**config.mk**
```make
export PLATFORM = sky130hd
export DESIGN_NAME = qp_ports
export DESIGN_NICKNAME = d
export VERILOG_FILES = /design/src/logic/qp_pkg.sv /design/src/logic/qp_ports.sv
export VERILOG_INCLUDE_DIRS = /design/src /design/src/logic
export SDC_FILE = /design/constraint.sdc
export NUM_CORES = 1
export LEC_CHECK = 0
export BUFFER_PORTS_ARGS = -buffer_cell sky130_fd_sc_hd__buf_4
export CAP_MARGIN = 20
export CORE_MARGIN = 5
export CORE_UTILIZATION = 44
export DETAILED_ROUTE_END_ITERATION = 12
export GPL_TIMING_DRIVEN = 0
export PLACE_DENSITY = 0.7
export SYNTH_ARGS = -nofsm -noshare
export SYNTH_HDL_FRONTEND = slang
export SYNTH_SLANG_ARGS = --single-unit
```
**constraint.sdc**
```tcl
create_clock -name mclk -period 2.4 [get_ports mclk]
set_input_delay 0.12 -clock mclk [delete_from_list [all_inputs] [get_ports mclk]]
set_output_delay 0.12 -clock mclk [all_outputs]
set_load 0.02 [all_outputs]
```
**src/logic/qp_map.svh**
```systemverilog
// Register indices, widths and reset values of the quad parallel port block.
// Assumes a 32-bit word-addressed register bus: byte address = 4 * index.
`ifndef QP_MAP_SVH
`define QP_MAP_SVH

// ****************************************
// Register indices (byte address is 4x)
// ****************************************
`define QP_IDX_P0_LATCH   6'h00
`define QP_IDX_P1_LATCH   6'h01
`define QP_IDX_P2_LATCH   6'h02
`define QP_IDX_P3_LATCH   6'h03
`define QP_IDX_P0_DRIVE   6'h0A
`define QP_IDX_P1_DRIVE   6'h0B
`define QP_IDX_T3_INVERT  6'h29
`define QP_IDX_P3_DRIVE   6'h2A
`define QP_IDX_P2_DRIVE   6'h2D
`define QP_IDX_P0_PIN     6'h30
`define QP_IDX_P1_PIN     6'h31
`define QP_IDX_P2_PIN     6'h32
`define QP_IDX_P3_PIN     6'h33

// ****************************************
// Port widths and implemented bit masks
// ****************************************
`define QP_P0_W           8
`define QP_P1_W           6
`define QP_P2_W           4
`define QP_P3_W           8
`define QP_P0_MASK        8'hFF
`define QP_P1_MASK        8'h3F
`define QP_P2_MASK        8'h0F
`define QP_P3_MASK        8'hFF
`define QP_T3_MASK        8'h01

// ****************************************
// Reset values and crystal pin bits
// ****************************************
`define QP_LATCH_RST      8'hFF
`define QP_DRIVE_RST      8'h00
`define QP_T3_RST         1'b0
`define QP_XTAL_BITS      8'h06

`endif

```
**src/logic/qp_pkg.sv**
```systemverilog
// Types shared by the quad parallel port block.
// Assumes qp_map.svh supplies the numeric constants.
package qp_pkg;

    // ****************************************
    // Carrier types
    // ****************************************
    typedef logic [7:0] qp_byte_t;

    // Secondary-function output request of one port, one bit per pin
    typedef struct packed {
        qp_byte_t en;
        qp_byte_t val;
    } qp_alt_t;

    // Pad drive of one port
    typedef struct packed {
        qp_byte_t dout;
        qp_byte_t oe;
    } qp_pad_t;

endpackage

```
**src/logic/qp_ports.sv**
```systemverilog
// Four parallel I/O ports with output latches, drive-type select and live pin reads.
// Assumes classic Wishbone on mclk, pads resolved outside from dout/oe, pins asynchronous.
//
// Overview of operation
// - Port widths are eight, six, four and eight bits for ports zero to three.
// - Outputs keep a latch per bit; pin reads return live levels, no capture.
// - Pin levels are sampled in the first state of the read access.
// - Pin outputs change one edge after the write access, when the pads register the new latch.
// - Drive-select bit 0 gives open drain, 1 gives push-pull.
// - Reset sets every latch bit to 1 and every drive-select bit to 0.
// - Latch and pin-read registers sit at separate addresses per port.
// - Port one upper two bits read as undefined (here zero).
// - Port two upper four bits read as undefined (here zero).
// - One-bit register optionally inverts the timer-three input.
// - Port-two bits one and two get a pull-up when push-pull selected.
// - Dual-clock mode hands port-two bits one and two to slow crystal.
// - Falling edge on port-two bit zero sets interrupt even when driven.
// - All port registers sit in the lowest 64 register addresses.
`include "qp_map.svh"

module qp_ports
    import qp_pkg::*;
(
    input  wire logic        mclk,
    input  wire logic        srst,
    input  wire logic        cyc_i,
    input  wire logic        stb_i,
    input  wire logic        we_i,
    input  wire logic [7:0]  adr_i,
    input  wire logic [3:0]  sel_i,
    input  wire logic [31:0] dat_i,
    output logic      [31:0] dat_o,
    output logic             ack_o,
    input  wire logic [7:0]  port_zero_pin_in,
    input  wire logic [5:0]  port_one_pin_in,
    input  wire logic [3:0]  port_two_pin_in,
    input  wire logic [7:0]  port_three_pin_in,
    input  wire qp_alt_t     port_zero_alt,
    input  wire qp_alt_t     port_one_alt,
    input  wire qp_alt_t     port_two_alt,
    input  wire qp_alt_t     port_three_alt,
    output qp_pad_t          port_zero_pad,
    output qp_pad_t          port_one_pad,
    output qp_pad_t          port_two_pad,
    output qp_pad_t          port_three_pad,
    input  wire logic        dual_clock_mode,
    output logic             slow_crystal_en,
    output logic      [1:0]  port_two_pullup_en,
    output logic             port_two_bit_zero_fall,
    input  wire logic        timer_three_src,
    output logic             timer_three_in,
    output logic             timer_three_input_invert
);

    // ****************************************
    // Constant tables
    // ****************************************
    localparam logic [5:0] LATCH_IDX [4] = '{`QP_IDX_P0_LATCH, `QP_IDX_P1_LATCH,
                                              `QP_IDX_P2_LATCH, `QP_IDX_P3_LATCH};
    localparam logic [5:0] DRIVE_IDX [4] = '{`QP_IDX_P0_DRIVE, `QP_IDX_P1_DRIVE,
                                              `QP_IDX_P2_DRIVE, `QP_IDX_P3_DRIVE};
    localparam logic [5:0] PIN_IDX   [4] = '{`QP_IDX_P0_PIN, `QP_IDX_P1_PIN,
                                              `QP_IDX_P2_PIN, `QP_IDX_P3_PIN};
    localparam qp_byte_t   PORT_MASK [4] = '{`QP_P0_MASK, `QP_P1_MASK,
                                              `QP_P2_MASK, `QP_P3_MASK};

    // ****************************************
    // Bus decode
    // ****************************************
    logic       ack_q;
    wire  [5:0] adr_idx   = adr_i[7:2];
    wire        req       = cyc_i & stb_i;
    wire        in_space  = (adr_i[1:0] == 2'b00);
    wire        wr_fire   = req & we_i & ack_q & sel_i[0] & in_space;
    wire        rd_take   = req & ~ack_q;
    wire        hit_t3    = in_space & (adr_idx == `QP_IDX_T3_INVERT);

    qp_byte_t   latch     [4];
    qp_byte_t   drive     [4];
    qp_byte_t   sync_a    [4];
    qp_byte_t   sync_b    [4];
    qp_alt_t    alt       [4];
    qp_pad_t    pad_q     [4];
    qp_byte_t   raw_pin   [4];
    qp_byte_t   rd_chain  [5];
    logic       t3_inv;
    logic       t3_sync_a;
    logic       t3_sync_b;
    logic       bit_zero_prev;

    assign ack_o                    = ack_q;
    assign raw_pin[0]               = port_zero_pin_in;
    assign raw_pin[1]               = {2'b00, port_one_pin_in};
    assign raw_pin[2]               = {4'h0, port_two_pin_in};
    assign raw_pin[3]               = port_three_pin_in;
    assign alt[0]                   = port_zero_alt;
    assign alt[1]                   = port_one_alt;
    assign alt[2]                   = port_two_alt;
    assign alt[3]                   = port_three_alt;
    assign port_zero_pad            = pad_q[0];
    assign port_one_pad             = pad_q[1];
    assign port_two_pad             = pad_q[2];
    assign port_three_pad           = pad_q[3];
    assign rd_chain[0]              = hit_t3 ? {7'h00, t3_inv} : 8'h00;
    assign timer_three_input_invert = t3_inv;

    // ****************************************
    // Per-port latches, drive select, pads
    // ****************************************
    genvar p;
    generate
        for (p = 0; p < 4; p++) begin : g_port
            wire      hit_lat = in_space & (adr_idx == LATCH_IDX[p]);
            wire      hit_drv = in_space & (adr_idx == DRIVE_IDX[p]);
            wire      hit_pin = in_space & (adr_idx == PIN_IDX[p]);
            // Latch gated by an active secondary output
            wire qp_byte_t eff = latch[p] & ~(alt[p].en & ~alt[p].val);
            // Port two bits one and two leave the pad to the crystal
            wire qp_byte_t xtal = (p == 2 && dual_clock_mode) ? `QP_XTAL_BITS : 8'h00;
            wire qp_byte_t next_dout = drive[p] & eff & ~xtal & PORT_MASK[p];
            wire qp_byte_t next_oe   = (drive[p] | ~eff) & ~xtal & PORT_MASK[p];
            // Unimplemented upper bits read as zero
            wire qp_byte_t rd_val = (hit_lat ? latch[p] : 8'h00)
                                  | (hit_drv ? drive[p] : 8'h00)
                                  | (hit_pin ? sync_b[p] : 8'h00);

            assign rd_chain[p+1] = rd_chain[p] | (rd_val & PORT_MASK[p]);

            // Output latch and drive select
            always_ff @(posedge mclk) begin
                if (srst) begin
                    latch[p] <= `QP_LATCH_RST;
                    drive[p] <= `QP_DRIVE_RST;
                end else if (wr_fire && hit_lat) begin
                    latch[p] <= dat_i[7:0] | ~PORT_MASK[p];
                end else if (wr_fire && hit_drv) begin
                    drive[p] <= dat_i[7:0] & PORT_MASK[p];
                end
            end

            // Pin synchroniser, no capture beyond it
            always_ff @(posedge mclk) begin
                sync_a[p] <= raw_pin[p];
                sync_b[p] <= sync_a[p];
            end

            // Registered pad drive, one edge after the latch
            always_ff @(posedge mclk) begin
                if (srst) begin
                    pad_q[p] <= '{dout: 8'h00, oe: 8'h00};
                end else begin
                    pad_q[p] <= '{dout: next_dout, oe: next_oe};
                end
            end
        end
    endgenerate

    // ****************************************
    // Bus answer
    // ****************************************
    // One wait state; read data is sampled when the request is first seen
    always_ff @(posedge mclk) begin
        if (srst) begin
            ack_q <= 1'b0;
            dat_o <= 32'h0000_0000;
        end else begin
            ack_q <= rd_take;
            if (rd_take) begin
                dat_o <= {24'h00_0000, we_i ? 8'h00 : rd_chain[4]};
            end
        end
    end

    // ****************************************
    // Timer-three input select
    // ****************************************
    // Invert register
    always_ff @(posedge mclk) begin
        if (srst) begin
            t3_inv <= `QP_T3_RST;
        end else if (wr_fire && hit_t3) begin
            t3_inv <= dat_i[0];
        end
    end

    // Timer source is sampled then phase-selected
    always_ff @(posedge mclk) begin
        t3_sync_a <= timer_three_src;
        t3_sync_b <= t3_sync_a;
        if (srst) begin
            timer_three_in <= 1'b0;
        end else begin
            timer_three_in <= t3_sync_b ^ t3_inv;
        end
    end

    // ****************************************
    // Port two special pins
    // ****************************************
    // Crystal enable, pull-ups, and falling edge on bit zero
    // Edge history starts high, the pulled-up idle level, so reset gives no false edge
    always_ff @(posedge mclk) begin
        if (srst) begin
            slow_crystal_en        <= 1'b0;
            port_two_pullup_en     <= 2'b00;
            port_two_bit_zero_fall <= 1'b0;
            bit_zero_prev          <= 1'b1;
        end else begin
            slow_crystal_en        <= dual_clock_mode;
            port_two_pullup_en     <= drive[2][2:1] & {2{~dual_clock_mode}};
            bit_zero_prev          <= sync_b[2][0];
            port_two_bit_zero_fall <= bit_zero_prev & ~sync_b[2][0];
        end
    end

    // ****************************************
    // Checks
    // ****************************************
    // Port zero and port three latches and drive selects hold their reset values when reset lifts
    AST_RESET_LATCH: assert property (@(posedge mclk)
        $fell(srst) |-> latch[0] == `QP_LATCH_RST && latch[3] == `QP_LATCH_RST
                        && drive[0] == `QP_DRIVE_RST && drive[3] == `QP_DRIVE_RST)
        else $error("Latch or drive select not at reset value");

    // Port one and port three pads come out of reset released, never driving
    AST_PIN_RESET_OD: assert property (@(posedge mclk) disable iff (srst)
        $past(srst) |-> pad_q[1].dout == 8'h00 && pad_q[1].oe == 8'h00
                        && pad_q[3].dout == 8'h00 && pad_q[3].oe == 8'h00)
        else $error("Pad not released after reset");

    // ****************************************
    // Bus handshake checks
    // ****************************************
    // A request seen is answered after exactly one wait state
    AST_ACK_AFTER_REQ: assert property (@(posedge mclk) disable iff (srst)
        rd_take |=> ack_q)
        else $error("Request not acknowledged after one wait state");

    // Acknowledge stands one cycle, so a write lands only once
    AST_ACK_ONE_CYCLE: assert property (@(posedge mclk) disable iff (srst)
        ack_q |=> !ack_q)
        else $error("Acknowledge held longer than one cycle");

    // Pin read returns the synchronised level of the request edge
    AST_PIN_READ: assert property (@(posedge mclk) disable iff (srst)
        rd_take && !we_i && in_space && adr_idx == `QP_IDX_P1_PIN
        |=> dat_o == {26'h000_0000, $past(sync_b[1][5:0])})
        else $error("Pin read did not return live level");

    // Port two reads carry zero above bit three
    AST_UPPER_ZERO: assert property (@(posedge mclk) disable iff (srst)
        ack_q |-> dat_o[7:4] == 4'h0
                  || !($past(adr_idx) inside {`QP_IDX_P2_LATCH, `QP_IDX_P2_DRIVE, `QP_IDX_P2_PIN}))
        else $error("Port two upper bits not zero");

    // Port one reads carry zero above bit five
    AST_P1_UPPER_ZERO: assert property (@(posedge mclk) disable iff (srst)
        ack_q |-> dat_o[7:6] == 2'b00
                  || !($past(adr_idx) inside {`QP_IDX_P1_LATCH, `QP_IDX_P1_DRIVE, `QP_IDX_P1_PIN}))
        else $error("Port one upper bits not zero");

    // ****************************************
    // Port drive checks
    // ****************************************
    // A write on the acknowledge edge lands in the latch
    AST_WRITE_LATCH: assert property (@(posedge mclk) disable iff (srst)
        wr_fire && adr_idx == `QP_IDX_P0_LATCH |=> latch[0] == $past(dat_i[7:0]))
        else $error("Port zero latch did not take written value");

    // A write on the acknowledge edge lands in the drive select
    AST_DRIVE_WRITE: assert property (@(posedge mclk) disable iff (srst)
        wr_fire && adr_idx == `QP_IDX_P0_DRIVE |=> drive[0] == $past(dat_i[7:0]))
        else $error("Port zero drive select did not take written value");

    // Push-pull pad shows the new latch one edge after the write
    AST_PAD_FOLLOWS: assert property (@(posedge mclk) disable iff (srst)
        wr_fire && adr_idx == `QP_IDX_P0_LATCH && drive[0] == 8'hFF && alt[0].en == 8'h00
        ##1 alt[0].en == 8'h00 && drive[0] == 8'hFF
        |=> pad_q[0].dout == $past(latch[0]))
        else $error("Push-pull pad did not follow latch");

    // Open drain on port three only sinks where the latch is zero
    AST_OPEN_DRAIN: assert property (@(posedge mclk) disable iff (srst)
        drive[3] == 8'h00 && alt[3].en == 8'h00
        |=> pad_q[3].dout == 8'h00 && pad_q[3].oe == ~$past(latch[3]))
        else $error("Open drain drive wrong");

    // Open drain on port zero, where the latch does change
    AST_OPEN_DRAIN_P0: assert property (@(posedge mclk) disable iff (srst)
        drive[0] == 8'h00 && alt[0].en == 8'h00
        |=> pad_q[0].dout == 8'h00 && pad_q[0].oe == ~$past(latch[0]))
        else $error("Port zero open drain drive wrong");

    // A low secondary output pulls a push-pull pin low
    AST_ALT_AND: assert property (@(posedge mclk) disable iff (srst)
        alt[0].en[1] && !alt[0].val[1] && drive[0][1]
        |=> pad_q[0].dout[1] == 1'b0 && pad_q[0].oe[1])
        else $error("Secondary output not ANDed with latch");

    // Bits above a port's width never drive
    AST_PAD_WIDTH: assert property (@(posedge mclk) disable iff (srst)
        pad_q[1].oe[7:6] == 2'b00 && pad_q[1].dout[7:6] == 2'b00
        && pad_q[2].oe[7:4] == 4'h0 && pad_q[2].dout[7:4] == 4'h0)
        else $error("Pad driven above port width");

    // ****************************************
    // Special pin checks
    // ****************************************
    // Crystal pins released and pull-ups off in dual-clock mode
    AST_XTAL_RELEASE: assert property (@(posedge mclk) disable iff (srst)
        dual_clock_mode ##1 dual_clock_mode
        |-> pad_q[2].oe[2:1] == 2'b00 && port_two_pullup_en == 2'b00)
        else $error("Crystal pins still driven in dual-clock mode");

    // Crystal enable follows the mode one edge later
    AST_CRYSTAL_EN: assert property (@(posedge mclk) disable iff (srst)
        !$past(srst) |-> slow_crystal_en == $past(dual_clock_mode))
        else $error("Crystal enable does not follow the mode");

    // Pull-ups follow the push-pull select of bits one and two
    AST_PULLUP: assert property (@(posedge mclk) disable iff (srst)
        !dual_clock_mode |=> port_two_pullup_en == $past(drive[2][2:1]))
        else $error("Pull-up enable does not follow push-pull select");

    // One pulse for each falling edge of bit zero
    AST_FALL_EDGE: assert property (@(posedge mclk) disable iff (srst)
        $fell(sync_b[2][0]) |=> port_two_bit_zero_fall ##1 !port_two_bit_zero_fall)
        else $error("Bit zero falling edge not reported once");

    // Timer input inverted while the select is set
    AST_T3_PHASE: assert property (@(posedge mclk) disable iff (srst)
        t3_inv && $past(t3_inv) |-> timer_three_in == !$past(t3_sync_b))
        else $error("Timer three input not inverted");

    // Timer input passed straight while the select is clear
    AST_T3_PLAIN: assert property (@(posedge mclk) disable iff (srst)
        !$past(srst) && !t3_inv && !$past(t3_inv) |-> timer_three_in == $past(t3_sync_b))
        else $error("Timer three input inverted without select");

endmodule

```
* After elaboration in Yosys (flattened, before gate mapping) *
Memories as Yosys holds them, arrays and structs flattened.
Cells that the tools add are included.

storage, ports and cells
  input bits = 141
  memories = 5
  logic and storage cells = 176
  bits in registers = 18
  output and inout port bits = 103
  bits in writable memories = 192

memory list
  memory  depth  width  rd ports  clocked after memory_dff  wr ports  line            RTL
  pad_q   4      16     4         0                         4         qp_ports.sv:83  qp_pad_t pad_q [4];
  drive   4      8      4         0                         4         qp_ports.sv:79  qp_byte_t drive [4];
  latch   4      8      4         0                         4         qp_ports.sv:78  qp_byte_t latch [4];
  sync_a  4      8      4         0                         4         qp_ports.sv:80  qp_byte_t sync_a [4];
  sync_b  4      8      4         0                         4         qp_ports.sv:81  qp_byte_t sync_b [4];

operators by class
  reductions and logical operators = 11
  equality and inequality tests = 12
  bitwise operators = 80
  mux-type cells = 58

operator list
  cell                number
  $mux 8              15
  $mux 16             4
  $or 8x8->8          7
  $and 8x8->8         6
  $not 8->8           6
  $eq 6x6->1 const B  7
  $mux 1              32
  $and 1x1->1         20
  $and 4x4->4         5
  $and 6x6->6         3
  $mux 6              3
  $not 6->6           3
  $or 6x6->6          3
  $eq 6x2->1 const B  2
  $eq 6x4->1 const B  2
  $mux 4              3
  $not 4->4           3
  $or 1x1->1          12
  $or 4x4->4          3
  $logic_and 1x1->1   9
  $or 1x8->8          1
  $or 8x4->8          1
  $or 8x6->8          1
  $eq 6x1->1 const B  1
  other kinds (7)     9

* Depth between registers and ports, before layout *
  depth after elaboration = 11
  gate-level depth with buffers = 8
  mapped depth without buffers = 5

* Worst setup path before layout *
Ideal clock, no wire load.

  kind = input port to flip-flop
  start = input port adr_i[5]
  end = memory drive[1][10] (netlist name), enable pin
  stages on the path = 7
  data required time = 2.074 ns
  arrival time = 1.400 ns
  setup time = 0.326 ns
  buffers on the path = 3
  slack = 0.674 ns
  cell sequence = buf_2 nor2b_1 and3b_1 and3_1 clkbuf_1 buf_2 a21o_1

RTL lines
  element      line            RTL
  from (decl)  qp_ports.sv:29  input wire logic [7:0] adr_i,
  to (decl)    qp_ports.sv:79

==> results.py <==
metrics = {
    "critical_path": {
        "slowest_delay_ps": 480,
        "reg2reg_slack_ps": 430,
        "cp_top_family": "simple AND/OR/NAND/NOR gates",
        "cpMaxStageDelayCell": "nor2_1",
        "crit_chain": "buf_4, nor2_1, and3b_1, and3_1, clkbuf_1, buf_2, a21o_2",
        "endpoint": "drive[1][14]",
        "reg2reg_depth": 4,
        "cp_data_required_time_ps": 2510,
        "cp.depth": 7,
        "start_kind": "primary input",
        "r2r-end": "latch[3][6]",
        "crit_type": "in -> reg",
        "arrival_ps": 2350,
        "startpoint": "adr_i[1]",
        "rr_startpoint": "ack_o",
        "cp_max_fo": 10,
        "crit_buf_inv": 3,
        "end_kind": "flip-flop",
    },
    "clock_network": {
        "cts_buffers": 17,
        "cts.clk_slew.worst_paths_ps": 70,
        "clock_latency_ps": 430,
        "cts_sinks": 174,
        "clockBufferDepth": 2,
        "cts_tree": "yes",
        "cts_max_level": 4,
        "cts-root-buf": "clkbuf_16",
    },
    "synth": {
        "synth_area_leader_cell": "dfxtp_1",
        "async_flop_share_pct": 0,
        "synth_area_mm2": 0.00641,
        "ys_top_cells_by_area": "dfxtp_1, edfxtp_1, buf_4",
        "ys_seq_area_share_pct": 62.5,
        "netlist_instances": 577,
        "yosysTopAreaCellShare_pct": 38.1,
        "synth-seq-cells": 174,
        "synth-edff-count": 52,
        "synth_cell_types": 54,
        "syn_area_per_cell_um2": 11.1,
        "ys.flop_type": "dfxtp_1",
        "ys.warnings.count": 0,
    },
    "detailed_routing": {
        "drc_errors": 0,
        "vias": 5131,
        "first_pass_iters": 7,
        "drt_wl_total_um": 20000,
        "drtIter0Drc": 349,
        "antenna_left": 0,
        "wl_per_cell_um": 19.5,
        "post_drt_via_cell_ratio": 5.00,
    },
    "global_route": {
        "antenna_found_initial": 0,
        "grt.overflow.total": 0,
        "grt_max_degree": 19,
        "first_global_vias": 5119,
        "grt_pass1_wl_um": 28800,
        "grt.total_usage_pct": 23.4,
    },
    "cells_and_area": {
        "finalNonFillerCells": 1026,
        "syn_to_final_growth_pct": 39.1,
        "finalCoreUtilization_pct": 61.8,
        "final_cell_mix": "buf_4, dfxtp_1, nor2_1",
        "final_area_mm2": 0.00891,
        "layout_commonest_cell": "buf_4",
        "antenna_cells": 0,
        "final_nets": 970,
        "drive_above_1_share_pct": 32.7,
    },
    "die": {
        "start_util_pct": 44.4,
        "dieArea_mm2": 0.0171,
        "io_pins": 244,
        "die_y_um": 131,
        "num_rows": 44,
        "dieWidth_um": 131,
        "core_mm2": 0.0144,
    },
    "power": {
        "leakage_nw": 3.97,
        "p_seq_share_pct": 49.1,
        "intPower_mw": 4.82,
        "power_frac_clock_pct": 40.9,
        "peakVddDrop_v": 0.000527,
        "p_sw_mw": 1.66,
        "switching_share_pct": 25.6,
        "combPwrFrac_pct": 10.0,
        "p_per_area_mw_per_mm2": 726,
    },
    "timing": {
        "hold_ws_ps": 7.28,
        "skew_ps": 5.05,
        "slew_violations": 0,
        "hold_violations": 0,
        "max_slew_margin_pct": 46.2,
        "worst_slew_pin_slew_ps": 807,
        "timing.final.crit_share_pct": 93.3,
        "max_freq_mhz": 446,
        "setup_tns_ps": 0,
        "rsz0062_at_grt": "no",
        "final-setup-viol-count": 0,
        "fin_crit_ps": 2240,
    },
    "min_path": {
        "hp-class": "in -> reg",
    },
    "status": {
        "status": "finished clean",
    },
    "placement": {
        "dpl_cell_area_mm2": 0.00802,
        "place.gp.congestion": 0.906,
        "dp.cells": 962,
        "io_buffers": 166,
        "post-dp-hpwl_um": 14600,
    },
    "job": {
        "maxCapViolCount": 0,
    },
}
==> cell usage after synthesis, types with 7 or more instances <==
library cell,count
buf_4,38
or3_1,10
mux2i_1,8
a21oi_1,10
or2_2,14
edfxtp_1,52
and2_1,10
clkbuf_1,15
nor3b_1,24
nand2_1,18
inv_1,30
nor2_1,67
and3_1,23
o21ai_0,33
nand3_1,7
dfxtp_1,122
nand2b_1,9
a221oi_1,10
==> layer usage <==
| metal | share of wire [%] | global-route usage [%] | wire length (µm) |
|---|---|---|---|
| met1 | 38 | 28.3 | 7610 |
| met2 | 49 | 39.4 | 9730 |
| met3 | 9.9 | 6.22 | 1970 |
| met4 | 3.4 | 10.4 | 674 |
| met5 | 0 | 0 | 0 |
==> logic make-up after synthesis <==
group / share of synthesized area, %
simple gates: 18.0
flops: 62.5
buf+inv: 7.91
compound gates: 9.08
mux: 2.30
xor+xnor: 0.137
other cells: 0.0585
==> power groups by stage <==
| stage | logic [mW] | clock network [mW] | registers [mW] |
|---|---|---|---|
| final | 0.649 | 2.65 | 3.18 |
| after global routing | 0.696 | 2.81 | 3.18 |
| after CTS | 0.644 | 2.67 | 3.18 |
| after detailed placement | 0.600 | 0 | 3.24 |
| after global placement | 0.593 | 0 | 3.24 |
| after floorplan | 0.255 | 0 | 3.28 |
==> area by class of cell <==
class,instances,area (µm²)
timing repair buffer,198,1570
inverter,31,116
multi-input combinational,345,2030
fill,1183,5510
buffer,62,392
clock buffer,17,425
tap,184,230
sequential,174,4000
clock inverter,15,148
==> per-stage QoR <==
stage / power, mW / setup WS (ps)
3_3_place_gp: 3.83 / -378
5_1_grt: 6.69 / 127
3_5_place_dp: 3.84 / -398
6_report: 6.47 / 160
2_1_floorplan: 3.54 / 674
4_1_cts: 6.49 / 59.4
==> worst min-delay path by stage <==
stage	startpoint	to	slack (ps)	cells after the start
2_1_floorplan	port_zero_pin_in[0]	sync_a[0][0]	150	0
3_3_place_gp	port_one_pin_in[1]	sync_a[1][1]	230	1
3_5_place_dp	port_three_pin_in[6]	sync_a[3][6]	230	1
4_1_cts	dat_i[5]	latch[1][5]	1	2
5_1_grt	dat_i[4]	latch[0][4]	20	2
6_report	dat_i[4]	latch[3][4]	7	2
==> state kept, by name, indices dropped and copies added (netlist names) <==
signal,flops
timer_three_in,1
pad_q,52
latch,26
slow_crystal_en,1
drive,26
sync_a,26
ack_o,1
sync_b,26
t3_sync_b,1
timer_three_input_invert,1
t3_sync_a,1
port_two_pullup_en,2
port_two_bit_zero_fall,1
dat_o,8
bit_zero_prev,1
==> repair_timing <==
action / in CTS / in global routing
resized for setup: 0 / 3
setup endpoints to repair: 0 / 16
buffers inserted: 0 / 0
hold endpoints to repair: 39 / 0
hold buffers: 32 / 0
(Power assumes the default switching activity.)
